[config.mk]
export PLATFORM = sky130hd
export DESIGN_NAME = rplk_top
export DESIGN_NICKNAME = d
export VERILOG_FILES = /design/src/common/rplk_pkg.sv /design/src/core/rplk_rx.sv /design/src/core/rplk_top.sv
export SDC_FILE = /design/constraint.sdc
export NUM_CORES = 1
export LEC_CHECK = 0
export ABC_CLOCK_PERIOD_IN_PS = 2800
export BUFFER_PORTS_ARGS = -buffer_cell sky130_fd_sc_hd__buf_2
export CAP_MARGIN = 20
export CORE_UTILIZATION = 55
export CTS_BUF_LIST = sky130_fd_sc_hd__clkbuf_4
export DETAILED_ROUTE_END_ITERATION = 12
export PLACE_DENSITY_LB_ADDON = 0.08
export SYNTH_ARGS = -nofsm -noshare
export SYNTH_HDL_FRONTEND = slang
export SYNTH_HIERARCHICAL = 1
export SYNTH_SLANG_ARGS = --single-unit
[constraint.sdc]
create_clock -name clk_i -period 2.8 [get_ports clk_i]
set_clock_uncertainty 0.1 [all_clocks]
set_input_delay 0.28 -clock clk_i [delete_from_list [all_inputs] [get_ports clk_i]]
set_output_delay 0.28 -clock clk_i [all_outputs]
set_load 0.02 [all_outputs]
[src/common/rplk_pkg.sv]
package rplk_pkg;
   // ----------------------------------------------------------------
   // clocking and serial rates
   // ----------------------------------------------------------------
   localparam int CLK_HZ     = 250_000_000;
   localparam int OVS        = 16;
   localparam int BAUD_1200  = 1200;
   localparam int BAUD_2400  = 2400;
   localparam int BAUD_9600  = 9600;
   localparam int BAUD_19200 = 19200;
   // oversample tick divisors, rounded down
   localparam int DIV_1200   = CLK_HZ / (OVS * BAUD_1200);
   localparam int DIV_2400   = CLK_HZ / (OVS * BAUD_2400);
   localparam int DIV_9600   = CLK_HZ / (OVS * BAUD_9600);
   localparam int DIV_19200  = CLK_HZ / (OVS * BAUD_19200);

   // ----------------------------------------------------------------
   // register map and fields
   // ----------------------------------------------------------------
   localparam logic [7:0] A_CTRL = 8'h00;
   localparam logic [7:0] A_ADDR = 8'h04;
   localparam logic [7:0] A_TX   = 8'h08;
   localparam logic [7:0] A_RX   = 8'h0c;
   localparam logic [7:0] A_STAT = 8'h10;
   localparam logic [7:0] A_LOCK = 8'h14;
   localparam logic [7:0] A_CAPS = 8'h18;
   localparam int C_BAUD = 0;
   localparam int C_EIGHT = 2;
   localparam int C_PAR = 3;
   localparam int C_TWO = 5;
   localparam logic [5:0] CTRL_RST = 6'h06;
   localparam logic [4:0] ADDR_RST = 5'h01;
   localparam int S_TXFULL = 0, S_RXV = 1, S_LF = 2, S_PAUSE = 3;
   localparam int S_OVR = 4, S_PERR = 5, S_FERR = 6, S_LLO = 7;
   localparam int S_KLK = 8, S_DOFF = 9, S_KBD = 10;
   localparam int L_KON = 0, L_KOFF = 1, L_DOFF = 2, L_DTXT = 3, L_DON = 4;
   // sh, ah, talker, listener, srq, remote-local, clear; no pp/dt/ctl
   localparam logic [9:0] CAPS_VAL = 10'h07f;
   localparam logic [1:0] PAR_NONE = 2'h0;
   localparam logic [1:0] PAR_EVEN = 2'h1;
   localparam logic [1:0] PAR_ODD  = 2'h2;
   localparam logic [7:0] CH_LF    = 8'h0a;
   localparam logic [7:0] CH_XON   = 8'h11;
   localparam logic [7:0] CH_XOFF  = 8'h13;
   localparam logic [7:0] CH_SP    = 8'h20;
   localparam logic [7:0] CH_DEL   = 8'h7f;

   typedef enum logic [4:0] {
      ST_IDLE  = 5'h01,
      ST_START = 5'h02,
      ST_DATA  = 5'h04,
      ST_PAR   = 5'h08,
      ST_STOP  = 5'h10
   } rplk_ser_st_t;

   function automatic logic rplk_par(input logic [7:0] d,
                                     input logic eight,
                                     input logic odd);
      rplk_par = ^(eight ? d : {1'b0, d[6:0]}) ^ odd;
   endfunction
endpackage

[src/core/rplk_rx.sv]
`timescale 1ns/1ps
module rplk_rx (
   input  wire logic       clk_i,    // core clock
   input  wire logic       rst_i,    // sync reset
   input  wire logic       tick_i,   // 16x bit tick
   input  wire logic       rxd_i,    // raw serial pin
   input  wire logic       eight_i,  // 8 data bits
   input  wire logic [1:0] par_i,    // parity mode
   output logic [7:0]      data_o,   // received char
   output logic            vld_o,    // char pulse
   output logic            perr_o,   // parity error pulse
   output logic            ferr_o    // framing error pulse
);
   logic rx_m_r, rx_s_r;
   rplk_pkg::rplk_ser_st_t st_r, st_nxt;
   logic [3:0] sub_r, sub_nxt;
   logic [2:0] bit_r, bit_nxt;
   logic [7:0] sh_r, sh_nxt;
   logic perr_r, perr_nxt, vld_nxt, ferr_nxt, pe_nxt;
   logic [7:0] dat_nxt;

   always_comb begin
      st_nxt = st_r;
      sub_nxt = sub_r;
      bit_nxt = bit_r;
      sh_nxt = sh_r;
      perr_nxt = perr_r;
      vld_nxt = 1'b0;
      ferr_nxt = 1'b0;
      pe_nxt = 1'b0;
      dat_nxt = data_o;
      if (tick_i) begin
         sub_nxt = sub_r + 4'h1;
         case (st_r)
            rplk_pkg::ST_IDLE: begin
               sub_nxt = 4'h0;
               if (!rx_s_r) st_nxt = rplk_pkg::ST_START;
            end
            rplk_pkg::ST_START: begin
               // mid-bit recheck rejects glitches
               if (sub_r == 4'h7) begin
                  sub_nxt = 4'h0;
                  bit_nxt = 3'h0;
                  perr_nxt = 1'b0;
                  st_nxt = rx_s_r ? rplk_pkg::ST_IDLE : rplk_pkg::ST_DATA;
               end
            end
            rplk_pkg::ST_DATA: begin
               if (sub_r == 4'hf) begin
                  sh_nxt = {rx_s_r, sh_r[7:1]};
                  bit_nxt = bit_r + 3'h1;
                  if (bit_r == (eight_i ? 3'h7 : 3'h6)) begin
                     if (!eight_i) sh_nxt = {1'b0, rx_s_r, sh_r[7:2]};
                     st_nxt = (par_i == rplk_pkg::PAR_NONE) ?
                              rplk_pkg::ST_STOP : rplk_pkg::ST_PAR;
                  end
               end
            end
            rplk_pkg::ST_PAR: begin
               if (sub_r == 4'hf) begin
                  perr_nxt = rx_s_r != rplk_pkg::rplk_par(sh_r, eight_i,
                                 par_i == rplk_pkg::PAR_ODD);
                  st_nxt = rplk_pkg::ST_STOP;
               end
            end
            rplk_pkg::ST_STOP: begin
               // only the first stop bit is checked
               if (sub_r == 4'hf) begin
                  vld_nxt = rx_s_r & ~perr_r;
                  pe_nxt = rx_s_r & perr_r;
                  ferr_nxt = ~rx_s_r;
                  dat_nxt = sh_r;
                  st_nxt = rplk_pkg::ST_IDLE;
               end
            end
            default: st_nxt = rplk_pkg::ST_IDLE;
         endcase
      end
   end

   always_ff @(posedge clk_i) begin
      rx_m_r <= rxd_i;
      rx_s_r <= rx_m_r;
      if (rst_i) begin
         st_r <= rplk_pkg::ST_IDLE;
         sub_r <= 4'h0;
         bit_r <= 3'h0;
         sh_r <= 8'h00;
         perr_r <= 1'b0;
         data_o <= 8'h00;
         vld_o <= 1'b0;
         perr_o <= 1'b0;
         ferr_o <= 1'b0;
      end else begin
         st_r <= st_nxt;
         sub_r <= sub_nxt;
         bit_r <= bit_nxt;
         sh_r <= sh_nxt;
         perr_r <= perr_nxt;
         data_o <= dat_nxt;
         vld_o <= vld_nxt;
         perr_o <= pe_nxt;
         ferr_o <= ferr_nxt;
      end
   end
endmodule // rplk_rx

[src/core/rplk_top.sv]
`timescale 1ns/1ps
// Notes on behaviour
// - four selectable rates, 1200 to 19200 baud
// - 7/8 data, even/odd/no parity, 1/2 stops
// - point to point, no instrument addressing
// - pins: rxd in; txd, rts out
// - serial chars feed same command path
// - bus functions sh ah t l sr rl dc
// - no parallel poll, trigger or controller
// - bus address from local register setting
// - powers up local, nothing locked
// - remote mode alone never locks panel
// - llo locks keyboard; gtl or ren-off release
// - bus lockout unreachable from serial port
// - klock on locks until klock off
// - display off or text blanks and locks
// - display on restores display, and keyboard unless llo or klock holds it
// - power cycle clears every lockout
// - line feed ends messages; xon/xoff pause tx; other controls ignored
module rplk_top #(
   parameter int DIV_1200  = rplk_pkg::DIV_1200,
   parameter int DIV_2400  = rplk_pkg::DIV_2400,
   parameter int DIV_9600  = rplk_pkg::DIV_9600,
   parameter int DIV_19200 = rplk_pkg::DIV_19200
) (
   input  wire logic        clk_i,        // core clock
   input  wire logic        rst_i,        // sync reset, power-up
   input  wire logic        wb_cyc_i,     // wishbone cycle
   input  wire logic        wb_stb_i,     // wishbone strobe
   input  wire logic        wb_we_i,      // wishbone write
   input  wire logic [7:0]  wb_adr_i,     // byte address
   input  wire logic [3:0]  wb_sel_i,     // byte enables
   input  wire logic [31:0] wb_dat_i,     // write data
   output logic      [31:0] wb_dat_o,     // read data
   output logic             wb_ack_o,     // acknowledge
   input  wire logic        rxd_i,        // serial receive pin
   output logic             txd_o,        // serial transmit pin
   output logic             rts_o,        // request to send
   input  wire logic        bus_llo_i,    // lockout message pulse
   input  wire logic        bus_gtl_i,    // go-to-local pulse
   input  wire logic        bus_ren_i,    // remote enable level
   output logic      [4:0]  bus_addr_o,   // bus address
   output logic             kbd_lock_o,   // keyboard disabled
   output logic             disp_blank_o  // display blanked
);
   // ---------------------------------------------------------------
   // state
   // ---------------------------------------------------------------
   logic        ack_nxt;
   logic [31:0] dat_nxt;
   logic [5:0]  ctrl_r, ctrl_nxt;
   logic [4:0]  addr_nxt;
   logic [15:0] div_cnt_r, div_cnt_nxt, div_max;
   logic        tick_r, tick_nxt;
   rplk_pkg::rplk_ser_st_t tx_st_r, tx_st_nxt;
   logic [3:0]  tx_sub_r, tx_sub_nxt;
   logic [2:0]  tx_bit_r, tx_bit_nxt;
   logic [7:0]  tx_sh_r, tx_sh_nxt, tx_hold_r, tx_hold_nxt;
   logic        tx_full_r, tx_full_nxt, tx_par_r, tx_par_nxt;
   logic        tx_stop_r, tx_stop_nxt, txd_nxt;
   logic [7:0]  rx_chr, rx_byte, rx_dat_r, rx_dat_nxt;
   logic        rx_vld, rx_perr, rx_ferr;
   logic        rxv_r, rxv_nxt, lf_r, lf_nxt, pause_r, pause_nxt;
   logic        ovr_r, ovr_nxt, perr_r, perr_nxt, ferr_r, ferr_nxt;
   logic        llo_r, llo_nxt, klk_r, klk_nxt, doff_r, doff_nxt;
   logic        wr, rd, is_ctl;
   logic [7:0]  wd;
   logic [10:0] stat;

   assign wr = wb_cyc_i & wb_stb_i & ~wb_ack_o & wb_we_i & wb_sel_i[0];
   assign rd = wb_cyc_i & wb_stb_i & ~wb_ack_o & ~wb_we_i;
   assign wd = wb_dat_i[7:0];
   assign stat = {kbd_lock_o, doff_r, klk_r, llo_r, ferr_r, perr_r,
                  ovr_r, pause_r, lf_r, rxv_r, tx_full_r};

   // ---------------------------------------------------------------
   // wishbone slave: ack one cycle after the strobe
   // ---------------------------------------------------------------
   always_comb begin
      ack_nxt = wb_cyc_i & wb_stb_i & ~wb_ack_o;
      dat_nxt = 32'h0000_0000;
      ctrl_nxt = ctrl_r;
      addr_nxt = bus_addr_o;
      if (rd) begin
         case (wb_adr_i)
            rplk_pkg::A_CTRL: dat_nxt = {26'h0, ctrl_r};
            rplk_pkg::A_ADDR: dat_nxt = {27'h0, bus_addr_o};
            rplk_pkg::A_RX:   dat_nxt = {24'h0, rx_dat_r};
            rplk_pkg::A_STAT: dat_nxt = {21'h0, stat};
            rplk_pkg::A_CAPS: dat_nxt = {22'h0, rplk_pkg::CAPS_VAL};
            default:          dat_nxt = 32'h0000_0000;
         endcase
      end
      if (wr && wb_adr_i == rplk_pkg::A_CTRL) ctrl_nxt = wd[5:0];
      if (wr && wb_adr_i == rplk_pkg::A_ADDR) addr_nxt = wd[4:0];
   end

   always_ff @(posedge clk_i) begin
      if (rst_i) begin
         wb_ack_o <= 1'b0;
         wb_dat_o <= 32'h0000_0000;
         ctrl_r <= rplk_pkg::CTRL_RST;
         bus_addr_o <= rplk_pkg::ADDR_RST;
      end else begin
         wb_ack_o <= ack_nxt;
         wb_dat_o <= dat_nxt;
         ctrl_r <= ctrl_nxt;
         bus_addr_o <= addr_nxt;
      end
   end

   // ---------------------------------------------------------------
   // 16x oversample tick from the selected rate
   // ---------------------------------------------------------------
   always_comb begin
      case (ctrl_r[rplk_pkg::C_BAUD +: 2])
         2'h0:    div_max = 16'(DIV_1200 - 1);
         2'h1:    div_max = 16'(DIV_2400 - 1);
         2'h2:    div_max = 16'(DIV_9600 - 1);
         default: div_max = 16'(DIV_19200 - 1);
      endcase
      tick_nxt = div_cnt_r >= div_max;
      div_cnt_nxt = tick_nxt ? 16'h0000 : div_cnt_r + 16'h0001;
   end

   always_ff @(posedge clk_i) begin
      if (rst_i) begin
         div_cnt_r <= 16'h0000;
         tick_r <= 1'b0;
      end else begin
         div_cnt_r <= div_cnt_nxt;
         tick_r <= tick_nxt;
      end
   end

   // ---------------------------------------------------------------
   // transmitter; a char waits in the hold register while paused
   // ---------------------------------------------------------------
   always_comb begin
      tx_st_nxt = tx_st_r;
      tx_sub_nxt = tx_sub_r;
      tx_bit_nxt = tx_bit_r;
      tx_sh_nxt = tx_sh_r;
      tx_par_nxt = tx_par_r;
      tx_stop_nxt = tx_stop_r;
      tx_hold_nxt = tx_hold_r;
      tx_full_nxt = tx_full_r;
      txd_nxt = txd_o;
      if (wr && wb_adr_i == rplk_pkg::A_TX && !tx_full_r) begin
         tx_hold_nxt = wd;
         tx_full_nxt = 1'b1;
      end
      case (tx_st_r)
         rplk_pkg::ST_IDLE: begin
            txd_nxt = 1'b1;
            if (tx_full_r && !pause_r && tick_r) begin
               tx_st_nxt = rplk_pkg::ST_START;
               tx_sh_nxt = tx_hold_r;
               tx_par_nxt = rplk_pkg::rplk_par(tx_hold_r,
                  ctrl_r[rplk_pkg::C_EIGHT],
                  ctrl_r[rplk_pkg::C_PAR +: 2] == rplk_pkg::PAR_ODD);
               tx_full_nxt = 1'b0;
               tx_sub_nxt = 4'h0;
               tx_bit_nxt = 3'h0;
               tx_stop_nxt = 1'b0;
               txd_nxt = 1'b0;
            end
         end
         rplk_pkg::ST_START, rplk_pkg::ST_DATA, rplk_pkg::ST_PAR,
         rplk_pkg::ST_STOP: begin
            if (tick_r) begin
               tx_sub_nxt = tx_sub_r + 4'h1;
               if (tx_sub_r == 4'hf) begin
                  case (tx_st_r)
                     rplk_pkg::ST_START: begin
                        tx_st_nxt = rplk_pkg::ST_DATA;
                        txd_nxt = tx_sh_r[0];
                     end
                     rplk_pkg::ST_DATA: begin
                        tx_sh_nxt = {1'b0, tx_sh_r[7:1]};
                        tx_bit_nxt = tx_bit_r + 3'h1;
                        txd_nxt = tx_sh_r[1];
                        if (tx_bit_r == (ctrl_r[rplk_pkg::C_EIGHT] ?
                                         3'h7 : 3'h6)) begin
                           if (ctrl_r[rplk_pkg::C_PAR +: 2] ==
                               rplk_pkg::PAR_NONE) begin
                              tx_st_nxt = rplk_pkg::ST_STOP;
                              txd_nxt = 1'b1;
                           end else begin
                              tx_st_nxt = rplk_pkg::ST_PAR;
                              txd_nxt = tx_par_r;
                           end
                        end
                     end
                     rplk_pkg::ST_PAR: begin
                        tx_st_nxt = rplk_pkg::ST_STOP;
                        txd_nxt = 1'b1;
                     end
                     default: begin
                        if (ctrl_r[rplk_pkg::C_TWO] && !tx_stop_r)
                           tx_stop_nxt = 1'b1;
                        else
                           tx_st_nxt = rplk_pkg::ST_IDLE;
                     end
                  endcase
               end
            end
         end
         default: tx_st_nxt = rplk_pkg::ST_IDLE;
      endcase
   end

   always_ff @(posedge clk_i) begin
      if (rst_i) begin
         tx_st_r <= rplk_pkg::ST_IDLE;
         tx_sub_r <= 4'h0;
         tx_bit_r <= 3'h0;
         tx_sh_r <= 8'h00;
         tx_par_r <= 1'b0;
         tx_stop_r <= 1'b0;
         tx_hold_r <= 8'h00;
         tx_full_r <= 1'b0;
         txd_o <= 1'b1;
      end else begin
         tx_st_r <= tx_st_nxt;
         tx_sub_r <= tx_sub_nxt;
         tx_bit_r <= tx_bit_nxt;
         tx_sh_r <= tx_sh_nxt;
         tx_par_r <= tx_par_nxt;
         tx_stop_r <= tx_stop_nxt;
         tx_hold_r <= tx_hold_nxt;
         tx_full_r <= tx_full_nxt;
         txd_o <= txd_nxt;
      end
   end

   // ---------------------------------------------------------------
   // receiver and character filter
   // ---------------------------------------------------------------
   rplk_rx u_rx (
      .clk_i   (clk_i),
      .rst_i   (rst_i),
      .tick_i  (tick_r),
      .rxd_i   (rxd_i),
      .eight_i (ctrl_r[rplk_pkg::C_EIGHT]),
      .par_i   (ctrl_r[rplk_pkg::C_PAR +: 2]),
      .data_o  (rx_byte),
      .vld_o   (rx_vld),
      .perr_o  (rx_perr),
      .ferr_o  (rx_ferr)
   );

   assign rx_chr = rx_byte & (ctrl_r[rplk_pkg::C_EIGHT] ? 8'hff : 8'h7f);
   assign is_ctl = rx_chr < rplk_pkg::CH_SP || rx_chr == rplk_pkg::CH_DEL;

   // ---------------------------------------------------------------
   // status flags and panel lockout; hardware set beats clear
   // ---------------------------------------------------------------
   always_comb begin
      rx_dat_nxt = rx_dat_r;
      rxv_nxt = rxv_r;
      lf_nxt = lf_r;
      pause_nxt = pause_r;
      ovr_nxt = ovr_r;
      perr_nxt = perr_r | rx_perr;
      ferr_nxt = ferr_r | rx_ferr;
      llo_nxt = llo_r;
      klk_nxt = klk_r;
      doff_nxt = doff_r;
      if (rd && wb_adr_i == rplk_pkg::A_RX) rxv_nxt = 1'b0;
      if (wr && wb_adr_i == rplk_pkg::A_STAT) begin
         if (wd[rplk_pkg::S_LF]) lf_nxt = 1'b0;
         if (wd[rplk_pkg::S_OVR]) ovr_nxt = 1'b0;
         if (wd[rplk_pkg::S_PERR]) perr_nxt = rx_perr;
         if (wd[rplk_pkg::S_FERR]) ferr_nxt = rx_ferr;
      end
      if (rx_vld) begin
         if (rx_chr == rplk_pkg::CH_XOFF) pause_nxt = 1'b1;
         else if (rx_chr == rplk_pkg::CH_XON) pause_nxt = 1'b0;
         else if (rx_chr == rplk_pkg::CH_LF || !is_ctl) begin
            rx_dat_nxt = rx_chr;
            if (rxv_r && !(rd && wb_adr_i == rplk_pkg::A_RX))
               ovr_nxt = 1'b1;
            rxv_nxt = 1'b1;
            if (rx_chr == rplk_pkg::CH_LF) lf_nxt = 1'b1;
         end
      end
      // bus lockout only from bus messages, never the serial path
      if (bus_gtl_i || !bus_ren_i) llo_nxt = 1'b0;
      if (bus_llo_i) llo_nxt = 1'b1;
      if (wr && wb_adr_i == rplk_pkg::A_LOCK) begin
         if (wd[rplk_pkg::L_KOFF]) klk_nxt = 1'b0;
         if (wd[rplk_pkg::L_KON]) klk_nxt = 1'b1;
         if (wd[rplk_pkg::L_DON]) doff_nxt = 1'b0;
         if (wd[rplk_pkg::L_DOFF] || wd[rplk_pkg::L_DTXT])
            doff_nxt = 1'b1;
      end
   end

   always_ff @(posedge clk_i) begin
      if (rst_i) begin
         rx_dat_r <= 8'h00;
         rxv_r <= 1'b0;
         lf_r <= 1'b0;
         pause_r <= 1'b0;
         ovr_r <= 1'b0;
         perr_r <= 1'b0;
         ferr_r <= 1'b0;
         llo_r <= 1'b0;
         klk_r <= 1'b0;
         doff_r <= 1'b0;
         kbd_lock_o <= 1'b0;
         disp_blank_o <= 1'b0;
         rts_o <= 1'b0;
      end else begin
         rx_dat_r <= rx_dat_nxt;
         rxv_r <= rxv_nxt;
         lf_r <= lf_nxt;
         pause_r <= pause_nxt;
         ovr_r <= ovr_nxt;
         perr_r <= perr_nxt;
         ferr_r <= ferr_nxt;
         llo_r <= llo_nxt;
         klk_r <= klk_nxt;
         doff_r <= doff_nxt;
         // remote state itself never enters this term
         kbd_lock_o <= llo_nxt | klk_nxt | doff_nxt;
         disp_blank_o <= doff_nxt;
         rts_o <= ~rxv_nxt;
      end
   end

   // ---------------------------------------------------------------
   // assertions
   // ---------------------------------------------------------------
   property p_kbd_or;
      @(posedge clk_i) disable iff (rst_i)
      kbd_lock_o == (llo_r | klk_r | doff_r);
   endproperty
   a_kbd_or: assert property (p_kbd_or) else $error("lock not or");
   property p_llo_set;
      @(posedge clk_i) disable iff (rst_i) bus_llo_i |=> llo_r && kbd_lock_o;
   endproperty
   a_llo_set: assert property (p_llo_set) else $error("llo missed");
   property p_llo_clr;
      @(posedge clk_i) disable iff (rst_i)
      (bus_gtl_i || !bus_ren_i) && !bus_llo_i |=> !llo_r;
   endproperty
   a_llo_clr: assert property (p_llo_clr) else $error("llo stuck");
   property p_klk_on;
      @(posedge clk_i) disable iff (rst_i)
      wr && wb_adr_i == rplk_pkg::A_LOCK && wd[rplk_pkg::L_KON]
      |=> klk_r && kbd_lock_o;
   endproperty
   a_klk_on: assert property (p_klk_on) else $error("klock on");
   property p_doff;
      @(posedge clk_i) disable iff (rst_i)
      wr && wb_adr_i == rplk_pkg::A_LOCK &&
      (wd[rplk_pkg::L_DOFF] || wd[rplk_pkg::L_DTXT])
      |=> disp_blank_o && kbd_lock_o;
   endproperty
   a_doff: assert property (p_doff) else $error("display off");
   property p_don;
      @(posedge clk_i) disable iff (rst_i)
      wr && wb_adr_i == rplk_pkg::A_LOCK && wd[rplk_pkg::L_DON] &&
      !wd[rplk_pkg::L_DOFF] && !wd[rplk_pkg::L_DTXT] |=> !disp_blank_o;
   endproperty
   a_don: assert property (p_don) else $error("display on");
   property p_pwrup;
      @(posedge clk_i) rst_i |=> !kbd_lock_o && !disp_blank_o && !llo_r;
   endproperty
   a_pwrup: assert property (p_pwrup) else $error("not local");
   property p_xoff;
      @(posedge clk_i) disable iff (rst_i)
      pause_r && tx_st_r == rplk_pkg::ST_IDLE
      |=> tx_st_r == rplk_pkg::ST_IDLE;
   endproperty
   a_xoff: assert property (p_xoff) else $error("tx not paused");
   property p_ctl;
      @(posedge clk_i) disable iff (rst_i)
      rx_vld && is_ctl && rx_chr != rplk_pkg::CH_LF && !rxv_r |=> !rxv_r;
   endproperty
   a_ctl: assert property (p_ctl) else $error("control kept");
   property p_lf;
      @(posedge clk_i) disable iff (rst_i)
      rx_vld && rx_chr == rplk_pkg::CH_LF |=> lf_r && rxv_r;
   endproperty
   a_lf: assert property (p_lf) else $error("lf missed");
   c_llo: cover property (@(posedge clk_i) bus_llo_i ##1 kbd_lock_o);
   c_lf: cover property (@(posedge clk_i) rx_vld && rx_chr == rplk_pkg::CH_LF);
   c_pause: cover property (@(posedge clk_i) pause_r && tx_full_r);
endmodule // rplk_top

==> flow_summary.json <==
{
  "rsz0062_at_grt": "no",
  "leakage_nw": 2.641,
  "cts_setup_buffers": 0,
  "final_common_cell": "dfxtp_1",
  "ir_drop_v": 0.0005073,
  "arrival_ns": 2.87,
  "fin_ws_ns": 0.2837,
  "cp_cell_sequence": "or3b_2 > o22ai_1 > o21a_1 > a21oi_1 > a311oi_1",
  "worst_pin_slew_ns": 0.8251,
  "worst_setup_path_end_kind": "register",
  "synth_sequential_area_ratio_pct": 38.93,
  "synth_edf_count": 0,
  "total_power_mw": 3.277,
  "critPathTopFamily": "compound AO/OA/AOI/OAI gates",
  "regArea_sq_um": 2502,
  "clkLatencyLatePin_ns": 0.55,
  "grt_max_degree": 38,
  "via_per_inst": 5.873,
  "cts.path.max_buffers": 2,
  "required_ns": 3.15,
  "grt_pass1_wl_um": 24170,
  "ctsResizeCount": 0,
  "r2r-start": "tx_st_r[2]",
  "initial_core_util_pct": 56.29,
  "final_util_pct": 62.79,
  "n_fill_cell": 994,
  "dieArea_sq_um": 12120,
  "gp_congestion": 0.9131,
  "critPathLaunchType": "register",
  "min_from": "rst_i",
  "outcome": "completed",
  "cts_tree": "yes",
  "portBuffers": 46,
  "core.rowCount": 39,
  "holdPathEnd": "u_rx/sub_r[0]",
  "fin_crit_ns": 2.516,
  "r2r_cells": 5,
  "dp_hpwl_um": 11020,
  "n_antenna_cell": 0,
  "finalMaxSlewViolations": 0,
  "gr-usage-all-layers_pct": 26.29,
  "synthAdderAreaFrac_pct": 3.504,
  "max_stage_delay_ns": 0.64,
  "core_area_sq_um": 11420,
  "finalSetupViolations": 0,
  "pre_cts_ws_ns": 0.1982,
  "top_level_ports": 95,
  "clkSinkCount": 125,
  "cts_max_level": 4,
  "timing.rr.end": "tx_sh_r[5]",
  "syn_area_per_cell_sq_um": 8.989,
  "async_reset_ff_share_pct": 0,
  "r2r_slack_ns": 0.28,
  "dr.pass1.iters": 5,
  "clkSlewWorstSetupHoldPaths_ns": 0.10,
  "holdPathStages": 2,
  "synth-compound-area-share_pct": 16.88,
  "grt_overflow": 0,
  "post-route-period-util_pct": 89.87,
  "dieWidth_um": 110.1,
  "synthCells": 715,
  "slew_headroom_pct": 44.74,
  "synthFlopType": "dfxtp_1",
  "synth_top_family_by_area": "simple AND/OR/NAND/NOR gates",
  "multi_input_area_sq_um": 3650,
  "cts-root-buf": "clkbuf_4",
  "critPathMaxFanout": 16,
  "cp_slowest_cell": "dfxtp_1",
  "grt_pass1_vias": 4963,
  "final_cells": 931,
  "synthDistinctLibCells": 85,
  "drive_above_1_share_pct": 15.10,
  "ant_nets": 0,
  "hp-class": "in2reg",
  "drt-initial-drc-count": 336,
  "critical_path_class": "reg2reg",
  "worst-path-buf-inv": 0,
  "areaGrowthSynthToFinish_pct": 11.54,
  "syn_area_sq_um": 6427,
  "synthSimpleGateAreaFrac_pct": 21.78,
  "mostFrequentLayoutCells": "125 x dfxtp_1, 80 x nor2_1, 56 x nand2_1",
  "wl_um": 15320,
  "synthMuxAreaShare_pct": 8.040,
  "power_density_nw_per_um2": 457.1,
  "synth_xor_area_share_pct": 5.198,
  "drv_cap": 0,
  "yosys_warnings": 6,
  "die_height_um": 110.1,
  "setup_tns_ns": 0,
  "wl_per_cell_um": 16.45,
  "drcViolationCount": 0,
  "antenna_found_initial": 0,
  "dp.cells": 885,
  "fin_nets": 847,
  "cts_inserted_buffers": 17,
  "vias": 5468,
  "synth-seq-cells": 125,
  "final_hold_viol_count": 0,
  "fmax_mhz": 397.4
}
power by group:
| group | internal, mW | switching (mW) | leakage (nW) | total, mW |
|---|---|---|---|---|
| Sequential | 1.79 | 0.0145 | 1.01 | 1.80 |
| Clock | 0.600 | 0.676 | 0.156 | 1.28 |
| Combinational | 0.0720 | 0.126 | 1.48 | 0.198 |
synth_stat cells (4+ instances only):
library cell    n  area, sq um
dfxtp_1       125         2502
nor2_1         80        300.3
nand2_1        56        210.2
mux2i_1        49        490.5
a21oi_1        33        165.2
nor3_1         23        115.1
buf_4          22        165.2
o21ai_0        22        110.1
xnor2_1        22        192.7
clkbuf_1       21        78.83
ha_1           18        225.2
nand3_1        17        85.08
inv_1          14        52.55
a211oi_1       11        82.58
xor2_1         11        96.34
a31oi_1        10        62.56
o21a_1         10        75.07
buf_2           9        45.04
nand4_1         9        56.30
nor2b_1         9        56.30
nor4_1          9        56.30
a311oi_1        7        61.31
a22o_1          6        52.55
nand2b_1        6        37.54
and3_1          5        31.28
and4_1          5        43.79
nand3b_1        5        37.54
o211ai_1        5        37.54
or3_1           5        31.28
a21boi_0        4        30.03
and2_1          4        25.02
nor3_2          4        40.04
o22ai_1         4        25.02
or4_1           4        30.03
per-stage QoR:
| stage | cell area (sq um) | hold WS, ns |
|---|---|---|
| 2_1_floorplan | 6506 | 0.2077 |
| 3_3_place_gp | 6735 | 0.2106 |
| 3_5_place_dp | 6735 | 0.2143 |
| 4_1_cts | 7156 | 0.02925 |
| 5_1_grt | 7169 | 0.03590 |
| 6_report | 7169 | 0.05910 |
cells by family (layout without fill, tap and decap cells):
kind of cell	after synthesis	in the layout
other	1	22
muxes	51	51
and+or+nand+nor	265	265
adders and majority gates	18	18
AOI/OAI and AO/OA	151	151
xor gates and xnor gates	35	35
DFF	125	125
buffers and inverters	69	121
cell type report:
cell class / instances / share of cell area, %
clock buffers: 17 / 1.780
clock inverters: 14 / 2.129
inverters: 15 / 0.7853
multi-input cells: 542 / 50.91
flip-flops and latches: 125 / 34.90
well taps: 143 / 2.496
repair buffers: 75 / 6.998
how the worst max path moves through the flow:
| stage | startpoint | endpoint | slack (ns) | depth (start not counted) |
|---|---|---|---|---|
| floorplan | ctrl_r[0] | div_cnt_r[10] | 0.67 | 9 |
| global placement | tx_st_r[2] | tx_bit_r[2] | 0.38 | 5 |
| detailed placement | tx_st_r[2] | tx_sh_r[3] | 0.20 | 5 |
| CTS | tx_st_r[2] | tx_sh_r[5] | 0.18 | 5 |
| global route | tx_st_r[2] | tx_sh_r[5] | 0.16 | 5 |
| finish | tx_st_r[2] | tx_sh_r[5] | 0.28 | 5 |
metal layers:
metal	vias up	share of wire, %	global-route usage (%)
met5	-	0	0
met4	0	2.5	10.71
met3	33	5.4	6.290
met2	169	45	40.98
met1	2575	47	34.93
li1	2691	-	-
registers in the layout, summed over array words and instances (netlist names), 3 cells and up:
register,count
wb_dat_o,11
tx_hold_r,8
tx_sh_r,8
div_cnt_r,16
ctrl_r,6
u_rx/st_r,5
bus_addr_o,5
u_rx/data_o,8
tx_st_r,5
tx_sub_r,4
u_rx/sh_r,8
u_rx/bit_r,3
rx_dat_r,8
u_rx/sub_r,4
tx_bit_r,3
repair_timing:
item	4_1_cts	5_1_grt
hold buffers	14	0
setup endpoints to repair	0	0
hold endpoints to repair	30	0
worst register-to-register path: stages, from the launching register on:
cell,delay (ns)
dfxtp_1,0.64
or3b_2,0.51
o22ai_1,0.27
o21a_1,0.49
a21oi_1,0.13
a311oi_1,0.28
Note: power is estimated with default switching activity, not from simulation.
